<file path="config.mk">
export PLATFORM = sky130hd
export DESIGN_NAME = uts_top
export DESIGN_NICKNAME = d
export VERILOG_FILES = /design/src/core/uts_pkg.sv /design/src/core/uts_record_writer.sv /design/src/core/uts_top.sv
export VERILOG_INCLUDE_DIRS = /design/src /design/src/core
export SDC_FILE = /design/constraint.sdc
export NUM_CORES = 2
export LEC_CHECK = 0
export ABC_AREA = 1
export ABC_CLOCK_PERIOD_IN_PS = 62900
export CORE_ASPECT_RATIO = 1.5
export CORE_UTILIZATION = 50
export CTS_BUF_LIST = sky130_fd_sc_hd__clkbuf_8 sky130_fd_sc_hd__clkbuf_16
export DETAILED_ROUTE_END_ITERATION = 6
export DONT_BUFFER_PORTS = 1
export HOLD_SLACK_MARGIN = 0.03
export PLACE_DENSITY = 0.74
export SLEW_MARGIN = 25
export SYNTH_ARGS = -nofsm -noshare
export SYNTH_HDL_FRONTEND = slang
export SYNTH_SLANG_ARGS = --single-unit
export TNS_END_PERCENT = 100
</file>
<file path="constraint.sdc">
create_clock -name core_clk -period 62.9 [get_ports core_clk]
set_input_delay 18.87 -clock core_clk [delete_from_list [all_inputs] [get_ports core_clk]]
set_output_delay 18.87 -clock core_clk [all_outputs]
set_load 0.01 [all_outputs]
</file>
<file path="src/core/uts_params.svh">
// Contract
// [RULE_01] upstream select bits 5-8 give execution tag
// [RULE_02] software sets upstream bit 4 to tag
// [RULE_03] each set mask bit tags the micro-op
// [RULE_04] downstream mask hit counts exactly one
// [RULE_05] downstream tag enable and value ignored
// [RULE_06] four tag bits count four events
// [RULE_07] multiple tag or mask bits, any match
// [RULE_08] software sets matrix, event, bit 24
// [RULE_09] replay tags count without bits 24/25
// [RULE_10] software counts replay via replay event
// [RULE_11] overflow stores registers, flags, pointer
// [RULE_12] after record reload counter and resume
// [RULE_13] interrupt when buffer nearly full
// [RULE_14] buffer never wraps, writes stop
// [RULE_15] only counter four, three event classes
// [RULE_16] feature bit 21 reports debug store
// [RULE_17] absent flag reads clear
// [RULE_18] bit 24 turns precise sampling on/off
// [RULE_19] area pointer writable, holds address
// [RULE_20] software fills buffer fields, then enables
// [RULE_21] one shared interrupt vector
// [RULE_22] disabled on system mode, machine check
// [RULE_23] tagging mechanisms stay independent
// [RULE_24] index advances, threshold irq, stop at max
`ifndef UTS_PARAMS_SVH
`define UTS_PARAMS_SVH
// =====================================================
// register byte offsets
`define UTS_OFS_UPSEL   8'h00
`define UTS_OFS_DNSEL   8'h04
`define UTS_OFS_PSEN    8'h08
`define UTS_OFS_MATRIX  8'h0C
`define UTS_OFS_MISC    8'h10
`define UTS_OFS_DSPTR   8'h14
`define UTS_OFS_BASE    8'h18
`define UTS_OFS_INDEX   8'h1C
`define UTS_OFS_ABSMAX  8'h20
`define UTS_OFS_THRESH  8'h24
`define UTS_OFS_CNTRST  8'h28
`define UTS_OFS_CNT4    8'h2C
`define UTS_OFS_EXTALLY 8'h30
`define UTS_OFS_RPTALLY 8'h34
`define UTS_OFS_STATUS  8'h38
`define UTS_OFS_FEAT    8'h3C
// =====================================================
// field positions
`define UTS_TAGEN_BIT   4
`define UTS_TAGVAL_LO   5
`define UTS_MASK_LO     9
`define UTS_PSON_BIT    24
`define UTS_PSALT_BIT   25
`define UTS_CLASS_LO    8
`define UTS_ABSENT_BIT  12
`define UTS_FEAT_BIT    21
// =====================================================
// reset values and record layout
`define UTS_RST_WORD    32'h0000_0000
`define UTS_REC_WORDS   4'hA
`define UTS_REC_BYTES   32'h0000_0028
`define UTS_RESP_OKAY   2'h0
`define UTS_RESP_SLVERR 2'h2
`endif

</file>
<file path="src/core/uts_pkg.sv">
package uts_pkg;
   // retiring micro-op and its tag bits
   typedef struct packed {
      logic       valid;
      logic [3:0] execTags;
      logic       replayTag;
      logic       frontTag;
   } uts_retire_t;
   // architectural state snapshot for a record
   typedef struct packed {
      logic [7:0][31:0] gpr;
      logic [31:0]      flags;
      logic [31:0]      ip;
   } uts_arch_t;
   // one memory write word
   typedef struct packed {
      logic        valid;
      logic [31:0] addr;
      logic [31:0] data;
   } uts_memwr_t;
   // sampling sequencer
   typedef enum logic [1:0] {ST_COUNT, ST_STORE, ST_RELOAD} uts_state_t;
endpackage

</file>
<file path="src/core/uts_record_writer.sv">
`timescale 1ns/1ps
`default_nettype none
`include "uts_params.svh"
// streams one record of words to memory
module uts_record_writer (
   input  wire logic              core_clk,
   input  wire logic              sys_rst,
   input  wire logic              start,
   input  wire logic [31:0]       baseAddr,
   input  wire uts_pkg::uts_arch_t snap,
   input  wire logic              memReady,
   output var  uts_pkg::uts_memwr_t memWr,
   output var  logic              done
);
   logic [3:0]  wordIdx_ff;   // word being offered
   logic        busy_ff;      // record in flight
   logic [31:0] word;         // selected record word
   logic        lastTake;     // final word accepted
   // word order: eight registers, flags, pointer
   assign word = (wordIdx_ff < 4'h8) ? snap.gpr[wordIdx_ff[2:0]]
               : (wordIdx_ff == 4'h8) ? snap.flags : snap.ip;
   assign lastTake = busy_ff && memReady && (wordIdx_ff == `UTS_REC_WORDS - 4'h1);
   assign memWr = {busy_ff, baseAddr + {26'h0, wordIdx_ff, 2'h0}, word};
   // sequence the words
   always_ff @(posedge core_clk or posedge sys_rst) begin
      if (sys_rst) begin
         busy_ff    <= 1'b0;
         wordIdx_ff <= 4'h0;
         done       <= 1'b0;
      end else begin
         done <= lastTake;
         if (start && !busy_ff && !done) begin // not again while done
            busy_ff    <= 1'b1;
            wordIdx_ff <= 4'h0;
         end else if (lastTake) begin
            busy_ff <= 1'b0;
         end else if (busy_ff && memReady) begin
            wordIdx_ff <= wordIdx_ff + 4'h1;
         end
      end
   end
endmodule
`default_nettype wire

</file>
<file path="src/core/uts_top.sv">
`timescale 1ns/1ps
`default_nettype none
`include "uts_params.svh"
// micro-op tagging and precise sampling unit
module uts_top (
   input  wire logic               core_clk,
   input  wire logic               sys_rst,
   input  wire logic               initReq,
   // register bus
   input  wire logic [7:0]         s_axi_awaddr,
   input  wire logic               s_axi_awvalid,
   output var  logic               s_axi_awready,
   input  wire logic [31:0]        s_axi_wdata,
   input  wire logic [3:0]         s_axi_wstrb,
   input  wire logic               s_axi_wvalid,
   output var  logic               s_axi_wready,
   output var  logic [1:0]         s_axi_bresp,
   output var  logic               s_axi_bvalid,
   input  wire logic               s_axi_bready,
   input  wire logic [7:0]         s_axi_araddr,
   input  wire logic               s_axi_arvalid,
   output var  logic               s_axi_arready,
   output var  logic [31:0]        s_axi_rdata,
   output var  logic [1:0]         s_axi_rresp,
   output var  logic               s_axi_rvalid,
   input  wire logic               s_axi_rready,
   // execution and replay tagging
   input  wire logic               execEventHit,
   input  wire logic [3:0]         replayEventType,
   input  wire logic [3:0]         replayUopType,
   output var  logic [3:0]         execTagOut,
   output var  logic               replayTagOut,
   // retirement
   input  wire uts_pkg::uts_retire_t retireUop,
   input  wire uts_pkg::uts_arch_t   archState,
   // record memory port
   input  wire logic               memReady,
   output var  uts_pkg::uts_memwr_t memWr,
   // system events and shared vector
   input  wire logic               smmEnter,
   input  wire logic               machineCheck,
   input  wire logic               otherSampleIrq,
   input  wire logic               branchTraceIrq,
   output var  logic               dsVectorIrq
);
   // =====================================================
   // registers
   logic [31:0] upSel_ff;      // upstream event select
   logic [31:0] dnSel_ff;      // downstream event select
   logic [31:0] psEn_ff;       // precise sampling enable
   logic [31:0] matrix_ff;     // replay matrix
   logic [31:0] dsPtr_ff;      // save area pointer
   logic [31:0] base_ff;       // record buffer base
   logic [31:0] index_ff;      // next record address
   logic [31:0] absMax_ff;     // buffer limit
   logic [31:0] thresh_ff;     // interrupt threshold
   logic [31:0] cntRst_ff;     // counter reload value
   logic [31:0] cnt4_ff;       // queue_counter_four
   logic [31:0] exTally_ff;    // execution retired tally
   logic [31:0] rpTally_ff;    // replay retired tally
   logic        nearFull_ff;   // threshold reached
   logic        stopped_ff;    // buffer limit hit
   uts_pkg::uts_state_t state_ff;
   uts_pkg::uts_arch_t  snap_ff; // state captured at overflow
   // =====================================================
   // bus slave state
   logic        awHeld_ff;     // write address taken
   logic        wHeld_ff;      // write data taken
   logic [7:0]  awAddr_ff;
   logic [31:0] wData_ff;
   logic [3:0]  wStrb_ff;
   // =====================================================
   // decode wires
   wire         clr = initReq;                 // init acts as clear
   wire         awTake = s_axi_awvalid && s_axi_awready;
   wire         wTake = s_axi_wvalid && s_axi_wready;
   wire         arTake = s_axi_arvalid && s_axi_arready;
   wire         doWrite = awHeld_ff && wHeld_ff && !s_axi_bvalid;
   wire [31:0]  strbMask = {{8{wStrb_ff[3]}}, {8{wStrb_ff[2]}},
                            {8{wStrb_ff[1]}}, {8{wStrb_ff[0]}}};
   wire         psOn = psEn_ff[`UTS_PSON_BIT];
   wire [3:0]   tagVal = upSel_ff[`UTS_TAGVAL_LO +: 4];
   wire [3:0]   tagSel = dnSel_ff[`UTS_MASK_LO +: 4];
   wire [1:0]   evClass = psEn_ff[`UTS_CLASS_LO +: 2];
   wire         exHit = retireUop.valid && |(retireUop.execTags & tagSel);
   wire         rpHit = retireUop.valid && retireUop.replayTag;
   wire         feHit = retireUop.valid && retireUop.frontTag;
   wire         classHit = (evClass == 2'h0) ? exHit
                         : (evClass == 2'h1) ? feHit
                         : (evClass == 2'h2) ? rpHit : 1'b0;
   wire         cntInc = classHit && (state_ff == uts_pkg::ST_COUNT);
   wire         overflow = cntInc && (cnt4_ff == 32'hFFFF_FFFF);
   wire         roomLeft = (index_ff + `UTS_REC_BYTES) <= absMax_ff;
   wire         recDone;
   wire         sysOff = smmEnter || machineCheck;
   wire [31:0]  nxt_index = index_ff + `UTS_REC_BYTES;
   wire         wrHit = doWrite;
   // =====================================================
   // read mux
   logic [31:0] rdWord;
   logic        rdOk;
   always_comb begin
      rdOk   = 1'b1;
      rdWord = `UTS_RST_WORD;
      case (s_axi_araddr)
         `UTS_OFS_UPSEL:   rdWord = upSel_ff;
         `UTS_OFS_DNSEL:   rdWord = dnSel_ff;
         `UTS_OFS_PSEN:    rdWord = psEn_ff;
         `UTS_OFS_MATRIX:  rdWord = matrix_ff;
         `UTS_OFS_MISC:    rdWord = `UTS_RST_WORD; // absent flag clear [RULE_17]
         `UTS_OFS_DSPTR:   rdWord = dsPtr_ff;
         `UTS_OFS_BASE:    rdWord = base_ff;
         `UTS_OFS_INDEX:   rdWord = index_ff;
         `UTS_OFS_ABSMAX:  rdWord = absMax_ff;
         `UTS_OFS_THRESH:  rdWord = thresh_ff;
         `UTS_OFS_CNTRST:  rdWord = cntRst_ff;
         `UTS_OFS_CNT4:    rdWord = cnt4_ff;
         `UTS_OFS_EXTALLY: rdWord = exTally_ff;
         `UTS_OFS_RPTALLY: rdWord = rpTally_ff;
         `UTS_OFS_STATUS:  rdWord = {30'h0, stopped_ff, nearFull_ff};
         `UTS_OFS_FEAT:    rdWord = 32'h1 << `UTS_FEAT_BIT; // [RULE_16]
         default:          rdOk   = 1'b0;
      endcase
   end
   // =====================================================
   // write address and data capture, either order
   always_ff @(posedge core_clk or posedge sys_rst) begin
      if (sys_rst) begin
         awHeld_ff     <= 1'b0;
         wHeld_ff      <= 1'b0;
         awAddr_ff     <= 8'h00;
         wData_ff      <= 32'h0000_0000;
         wStrb_ff      <= 4'h0;
         s_axi_awready <= 1'b0;
         s_axi_wready  <= 1'b0;
      end else begin
         s_axi_awready <= !awHeld_ff && !awTake;
         s_axi_wready  <= !wHeld_ff && !wTake;
         if (awTake) begin
            awHeld_ff <= 1'b1;
            awAddr_ff <= s_axi_awaddr;
         end else if (doWrite) begin
            awHeld_ff <= 1'b0;
         end
         if (wTake) begin
            wHeld_ff <= 1'b1;
            wData_ff <= s_axi_wdata;
            wStrb_ff <= s_axi_wstrb;
         end else if (doWrite) begin
            wHeld_ff <= 1'b0;
         end
      end
   end
   // write response
   always_ff @(posedge core_clk or posedge sys_rst) begin
      if (sys_rst) begin
         s_axi_bvalid <= 1'b0;
         s_axi_bresp  <= `UTS_RESP_OKAY;
      end else if (doWrite) begin
         s_axi_bvalid <= 1'b1;
         s_axi_bresp  <= (awAddr_ff > `UTS_OFS_FEAT || awAddr_ff[1:0] != 2'h0)
                         ? `UTS_RESP_SLVERR : `UTS_RESP_OKAY;
      end else if (s_axi_bready) begin
         s_axi_bvalid <= 1'b0;
      end
   end
   // read channel
   always_ff @(posedge core_clk or posedge sys_rst) begin
      if (sys_rst) begin
         s_axi_arready <= 1'b0;
         s_axi_rvalid  <= 1'b0;
         s_axi_rdata   <= 32'h0000_0000;
         s_axi_rresp   <= `UTS_RESP_OKAY;
      end else begin
         s_axi_arready <= !s_axi_rvalid && !arTake;
         if (arTake) begin
            s_axi_rvalid <= 1'b1;
            s_axi_rdata  <= rdWord;
            s_axi_rresp  <= rdOk ? `UTS_RESP_OKAY : `UTS_RESP_SLVERR;
         end else if (s_axi_rready) begin
            s_axi_rvalid <= 1'b0;
         end
      end
   end
   // =====================================================
   // software configuration registers
   always_ff @(posedge core_clk or posedge sys_rst) begin
      if (sys_rst) begin
         upSel_ff  <= `UTS_RST_WORD;
         dnSel_ff  <= `UTS_RST_WORD;
         matrix_ff <= `UTS_RST_WORD;
         dsPtr_ff  <= `UTS_RST_WORD;
         base_ff   <= `UTS_RST_WORD;
         absMax_ff <= `UTS_RST_WORD;
         thresh_ff <= `UTS_RST_WORD;
         cntRst_ff <= `UTS_RST_WORD;
      end else if (clr) begin
         upSel_ff  <= `UTS_RST_WORD;
         dnSel_ff  <= `UTS_RST_WORD;
         matrix_ff <= `UTS_RST_WORD;
         dsPtr_ff  <= `UTS_RST_WORD;
         base_ff   <= `UTS_RST_WORD;
         absMax_ff <= `UTS_RST_WORD;
         thresh_ff <= `UTS_RST_WORD;
         cntRst_ff <= `UTS_RST_WORD;
      end else if (wrHit) begin
         case (awAddr_ff)
            `UTS_OFS_UPSEL:  upSel_ff  <= (upSel_ff & ~strbMask) | (wData_ff & strbMask);
            `UTS_OFS_DNSEL:  dnSel_ff  <= (dnSel_ff & ~strbMask) | (wData_ff & strbMask);
            `UTS_OFS_MATRIX: matrix_ff <= (matrix_ff & ~strbMask) | (wData_ff & strbMask);
            `UTS_OFS_DSPTR:  dsPtr_ff  <= (dsPtr_ff & ~strbMask) | (wData_ff & strbMask); // [RULE_19]
            `UTS_OFS_BASE:   base_ff   <= (base_ff & ~strbMask) | (wData_ff & strbMask);
            `UTS_OFS_ABSMAX: absMax_ff <= (absMax_ff & ~strbMask) | (wData_ff & strbMask);
            `UTS_OFS_THRESH: thresh_ff <= (thresh_ff & ~strbMask) | (wData_ff & strbMask);
            `UTS_OFS_CNTRST: cntRst_ff <= (cntRst_ff & ~strbMask) | (wData_ff & strbMask);
            default:         upSel_ff  <= upSel_ff;
         endcase
      end
   end
   // enable register, forced off by system mode or machine check
   always_ff @(posedge core_clk or posedge sys_rst) begin
      if (sys_rst) begin
         psEn_ff <= `UTS_RST_WORD;
      end else if (clr) begin
         psEn_ff <= `UTS_RST_WORD;
      end else if (sysOff) begin
         psEn_ff[`UTS_PSON_BIT] <= 1'b0; // [RULE_22]
      end else if (wrHit && awAddr_ff == `UTS_OFS_PSEN) begin
         psEn_ff <= (psEn_ff & ~strbMask) | (wData_ff & strbMask); // [RULE_18]
      end
   end
   // =====================================================
   // tagging at execution
   always_ff @(posedge core_clk or posedge sys_rst) begin
      if (sys_rst) begin
         execTagOut   <= 4'h0;
         replayTagOut <= 1'b0;
      end else begin
         // each set tag value bit becomes a tag bit [RULE_01] [RULE_03] [RULE_07]
         execTagOut   <= (execEventHit && upSel_ff[`UTS_TAGEN_BIT]) ? tagVal : 4'h0;
         // uop type and event type both must match [RULE_09]
         replayTagOut <= |(replayUopType & matrix_ff[3:0])
                         && |(replayEventType & psEn_ff[3:0]);
      end
   end
   // =====================================================
   // retirement tallies, each mechanism alone [RULE_23]
   always_ff @(posedge core_clk or posedge sys_rst) begin
      if (sys_rst) begin
         exTally_ff <= `UTS_RST_WORD;
         rpTally_ff <= `UTS_RST_WORD;
      end else if (clr) begin
         exTally_ff <= `UTS_RST_WORD;
         rpTally_ff <= `UTS_RST_WORD;
      end else begin
         // any selected tag adds exactly one [RULE_04] [RULE_05] [RULE_06]
         if (exHit) begin
            exTally_ff <= exTally_ff + 32'h1;
         end
         if (rpHit) begin
            rpTally_ff <= rpTally_ff + 32'h1; // [RULE_09]
         end
      end
   end
   // =====================================================
   // sampling sequencer on counter four [RULE_15]
   always_ff @(posedge core_clk or posedge sys_rst) begin
      if (sys_rst) begin
         state_ff <= uts_pkg::ST_COUNT;
         cnt4_ff  <= `UTS_RST_WORD;
         snap_ff  <= '0;
      end else if (clr) begin
         state_ff <= uts_pkg::ST_COUNT;
         cnt4_ff  <= `UTS_RST_WORD;
      end else if (wrHit && awAddr_ff == `UTS_OFS_CNT4) begin
         cnt4_ff <= wData_ff;
      end else begin
         case (state_ff)
            uts_pkg::ST_COUNT: begin
               if (overflow && psOn && roomLeft && !stopped_ff) begin
                  state_ff <= uts_pkg::ST_STORE; // [RULE_11]
                  snap_ff  <= archState;
               end else if (overflow && psOn) begin
                  state_ff <= uts_pkg::ST_RELOAD; // full: no write [RULE_14]
               end else if (cntInc) begin
                  cnt4_ff <= cnt4_ff + 32'h1;
               end
            end
            uts_pkg::ST_STORE: begin
               if (recDone) begin
                  state_ff <= uts_pkg::ST_RELOAD;
               end
            end
            uts_pkg::ST_RELOAD: begin
               cnt4_ff  <= cntRst_ff; // [RULE_12]
               state_ff <= uts_pkg::ST_COUNT;
            end
            default: state_ff <= uts_pkg::ST_COUNT;
         endcase
      end
   end
   // =====================================================
   // buffer index and flags [RULE_24]
   always_ff @(posedge core_clk or posedge sys_rst) begin
      if (sys_rst) begin
         index_ff    <= `UTS_RST_WORD;
         nearFull_ff <= 1'b0;
         stopped_ff  <= 1'b0;
      end else if (clr) begin
         index_ff    <= `UTS_RST_WORD;
         nearFull_ff <= 1'b0;
         stopped_ff  <= 1'b0;
      end else begin
         if (recDone) begin
            index_ff <= nxt_index; // [RULE_24]
         end else if (wrHit && awAddr_ff == `UTS_OFS_INDEX) begin
            index_ff <= wData_ff;
         end
         // set wins over software clear
         if (recDone && nxt_index >= thresh_ff) begin
            nearFull_ff <= 1'b1; // [RULE_13]
         end else if (wrHit && awAddr_ff == `UTS_OFS_STATUS && wData_ff[0]) begin
            nearFull_ff <= 1'b0;
         end
         if (overflow && psOn && !roomLeft) begin
            stopped_ff <= 1'b1; // [RULE_14]
         end else if (wrHit && awAddr_ff == `UTS_OFS_STATUS && wData_ff[1]) begin
            stopped_ff <= 1'b0;
         end
      end
   end
   // shared vector for all sampling sources [RULE_21]
   always_ff @(posedge core_clk or posedge sys_rst) begin
      if (sys_rst) begin
         dsVectorIrq <= 1'b0;
      end else begin
         dsVectorIrq <= nearFull_ff || otherSampleIrq || branchTraceIrq;
      end
   end
   // =====================================================
   // record writer
   uts_record_writer u_writer (
      .core_clk (core_clk),
      .sys_rst  (sys_rst),
      .start    (state_ff == uts_pkg::ST_STORE),
      .baseAddr (index_ff),
      .snap     (snap_ff),
      .memReady (memReady),
      .memWr    (memWr),
      .done     (recDone)
   );
endmodule
`default_nettype wire
</file>
==> metrics <==
status complete, no violations; post-synth cell types 53; CP Max Fanout 115; Layout area overhead 7.94%; Vias 41.8k; YS warnings 0; Layout Cells excl Fill 6614; reg2reg path depth 18; largest net degree at the start of global routing 215; CP Capture Type flop; Overflow after GRT 0; die span in x 244 um; reg2reg setup slack 54.76 ns; Int Power 0.960 mW; total wire length 178000 um; RSZ-0062 raised after global routing no; dpl hpwl 127000 um; clock network power share 35.9%; VDD IR max 0.0000252 V; Setup Skew 0.0250 ns; Post-synth ARST share 100%; beginning of the worst hold path awHeld_ff$_DFFE_PP0P_; Setup-failing EPs final 0; IO buf count 0; num ports 513; DRC 0; most frequent cells in the layout 1397 x nand2_1, 834 x dfrtp_1, 636 x o21ai_0; Reg-to-Reg End snap_ff[252]$_DFFE_PP0P_; Min Hold Slack 0.461 ns; H-Tree Depth 3; Worst Tran Pin Value 1.17 ns; layout filler cell count 8240; Final Hold Vio Count 0; WS Path Type in -> reg; Syn Area/Cell 7.82 sq um; # Post-CTS Setup Buffers 0; Mapped Area 43900 sq um; die footprint 89000 sq um; row cnt 132; fin crit share 37.0%; Die Y 365 um; Post-synth EDFFs 0; Hold-fix buffers, CTS 0; CTS tree done; Nets 5855; gr usage total 39.6%; Sw Ratio 37.4%; initial core utilization 50.7%; Placed Cells 6432; P_sw 0.574 mW; Root Driver clkbuf_16; Synth Instances 5611; P_leak 22.2 nW; CTS Buf Count 84; Core ar. 86500 sq um; initial antenna violation count 28; GPL Wtd Cong 1.08; final setup TNS 0 ns; register area 21000 sq um; sequential share of power 38.3%; WP data required 63.52 ns; Slew Viols, Final 0; PostCTS Resize Cnt 0; first-pass GRT wire length 260000 um; commonest non-fill, non-tap cell in the layout nand2_1; Startpoint Class input pin; clock sinks 837; 1st-iter DRT viols 4969; R2R Path Start index_ff[20]$_DFFE_PP0P_; clk buf depth 3; HP Class reg -> reg; Main synth FF type dfrtp_1; Worst EP arrival 23.92 ns; vias per cell 6.31; Hold Crit Endpoint s_axi_awready$_DFF_PP0_; Fmax 0.0429 GHz; multi-input combinational cell area 19600 sq um; sequential area share after synthesis 47.7%; combinational power share 25.8%; pwr/cell area 32.4 nW/um^2; CTS clock-pin slew for the worst setup and hold paths 0.07 ns; leading area contributor after synthesis dfrtp_1; post-DR wirelength/cell 26.9 um; vias in the first global route 40.1k; crit path time final 23.30 ns; antenna viol nets, final 0; relative slew slack 21.1%; synth top area cells dfrtp_1 48%, nand2_1 12%, o21ai_0 7.3%; Clock Latency Late Sink 0.70 ns; layout cells sized above 1 4.33%; Hold Crit Depth 1; Synth top area share 47.7%; first drt pass iteration count 6; Max-Cap Viols 0; count of state elements after synthesis 837
-- critical path, cell delays in order --
cell and delay, ns:
nand2_1 0.36, inv_1 0.32, o21ai_0 0.12, nand2_1 0.13, nand3_1 0.12, nor2_2 0.17, nand2_1 0.10, a21oi_4 0.79
buf_4 0.76, buf_6 0.69, buf_4 0.86, nand4_1 0.23, nand2_1 0.13
-- per-stage QoR --
step / setup WS, ns / power [mW] / util [%] / instance area, sq um
detailed placement: 39.12 / 0.983 / 51.1 / 44300
finish: 39.60 / 1.53 / 54.7 / 47400
floorplan: 20.52 / 0.812 / - / 43900
global route: 39.37 / 1.58 / 54.7 / 47300
global placement: 39.02 / 0.979 / 51.1 / 44200
CTS: 39.82 / 1.53 / 54.6 / 47300
-- cell usage after synthesis (13+ instances only) --
cell type,n
clkbuf_1,277
a21oi_1,163
a22oi_1,13
nand3_1,276
ha_1,74
buf_2,41
o211ai_1,42
buf_4,25
dfrtp_1,837
buf_1,23
o22ai_1,217
nor3_1,119
o21ai_0,638
nand4_1,379
o221ai_1,33
inv_1,448
xor2_1,69
nor2_1,405
clkinv_1,13
nand2_1,1402
-- area by class of cell --
type / instances / area share [%]
Multi-Input combinational cell: 3932 / 41.4
Timing Repair Buffer: 59 / 1.15
Clock buffer: 110 / 5.24
Clock inverter: 45 / 1.09
Inverter: 465 / 3.72
Tap cell: 1139 / 3.01
Sequential cell: 837 / 44.2
Antenna cell: 27 / 0.143
-- flip-flops by register name, indices dropped and copies added, names as in the netlist, 2 cells and up --
signal,cells
wStrb_ff,4
cntRst_ff,32
matrix_ff,32
psEn_ff,32
upSel_ff,32
dnSel_ff,32
base_ff,32
snap_ff,320
s_axi_rdata,32
absMax_ff,32
awAddr_ff,8
execTagOut,4
cnt4_ff,32
u_writer.wordIdx_ff,4
rpTally_ff,32
thresh_ff,32
index_ff,32
wData_ff,32
state_ff,2
dsPtr_ff,32
exTally_ff,32
-- worst max path at each step --
stage                                             startpoint                        to  slack, ns  cells after the start
after floorplan                                      sys_rst  absMax_ff[0]$_DFFE_PP0P_      20.52                      1
after global placement                          retireUop[1]  snap_ff[160]$_DFFE_PP0P_      39.02                     13
after detailed placement                        retireUop[1]  snap_ff[279]$_DFFE_PP0P_      39.12                     13
after CTS                 u_writer.wordIdx_ff[0]$_DFFE_PP0P_                 memWr[57]      39.82                     12
after global routing                            retireUop[1]  snap_ff[282]$_DFFE_PP0P_      39.37                     13
final                                           retireUop[1]  snap_ff[252]$_DFFE_PP0P_      39.60                     13
-- metal layers --
metal | share of wire, % | track usage (%)
met5 | 0.038 | 0
met4 | 12 | 40.5
met1 | 33 | 42.3
met3 | 9.6 | 10.1
met2 | 46 | 62.4
-- power by group through the flow --
stage	sequential (mW)	combinational, mW	clock [mW]
floorplan	0.583	0.229	0
global placement	0.595	0.384	0
detailed placement	0.596	0.387	0
CTS	0.586	0.388	0.555
global route	0.589	0.415	0.574
finish	0.588	0.397	0.550
-- cells by family after synthesis --
logic type               after synthesis  synth area share, %
other                                  1              0.00855
AO/OA/AOI/OAI                       1171                 15.0
adder cells (fa/ha/maj)               75                 2.16
buffers and inverters                843                 7.75
flip-flops                           837                 47.7
AND/OR/NAND/NOR                     2614                 25.9
XOR/XNOR                              70                 1.40
Note: power is estimated with default switching activity, not from simulation.
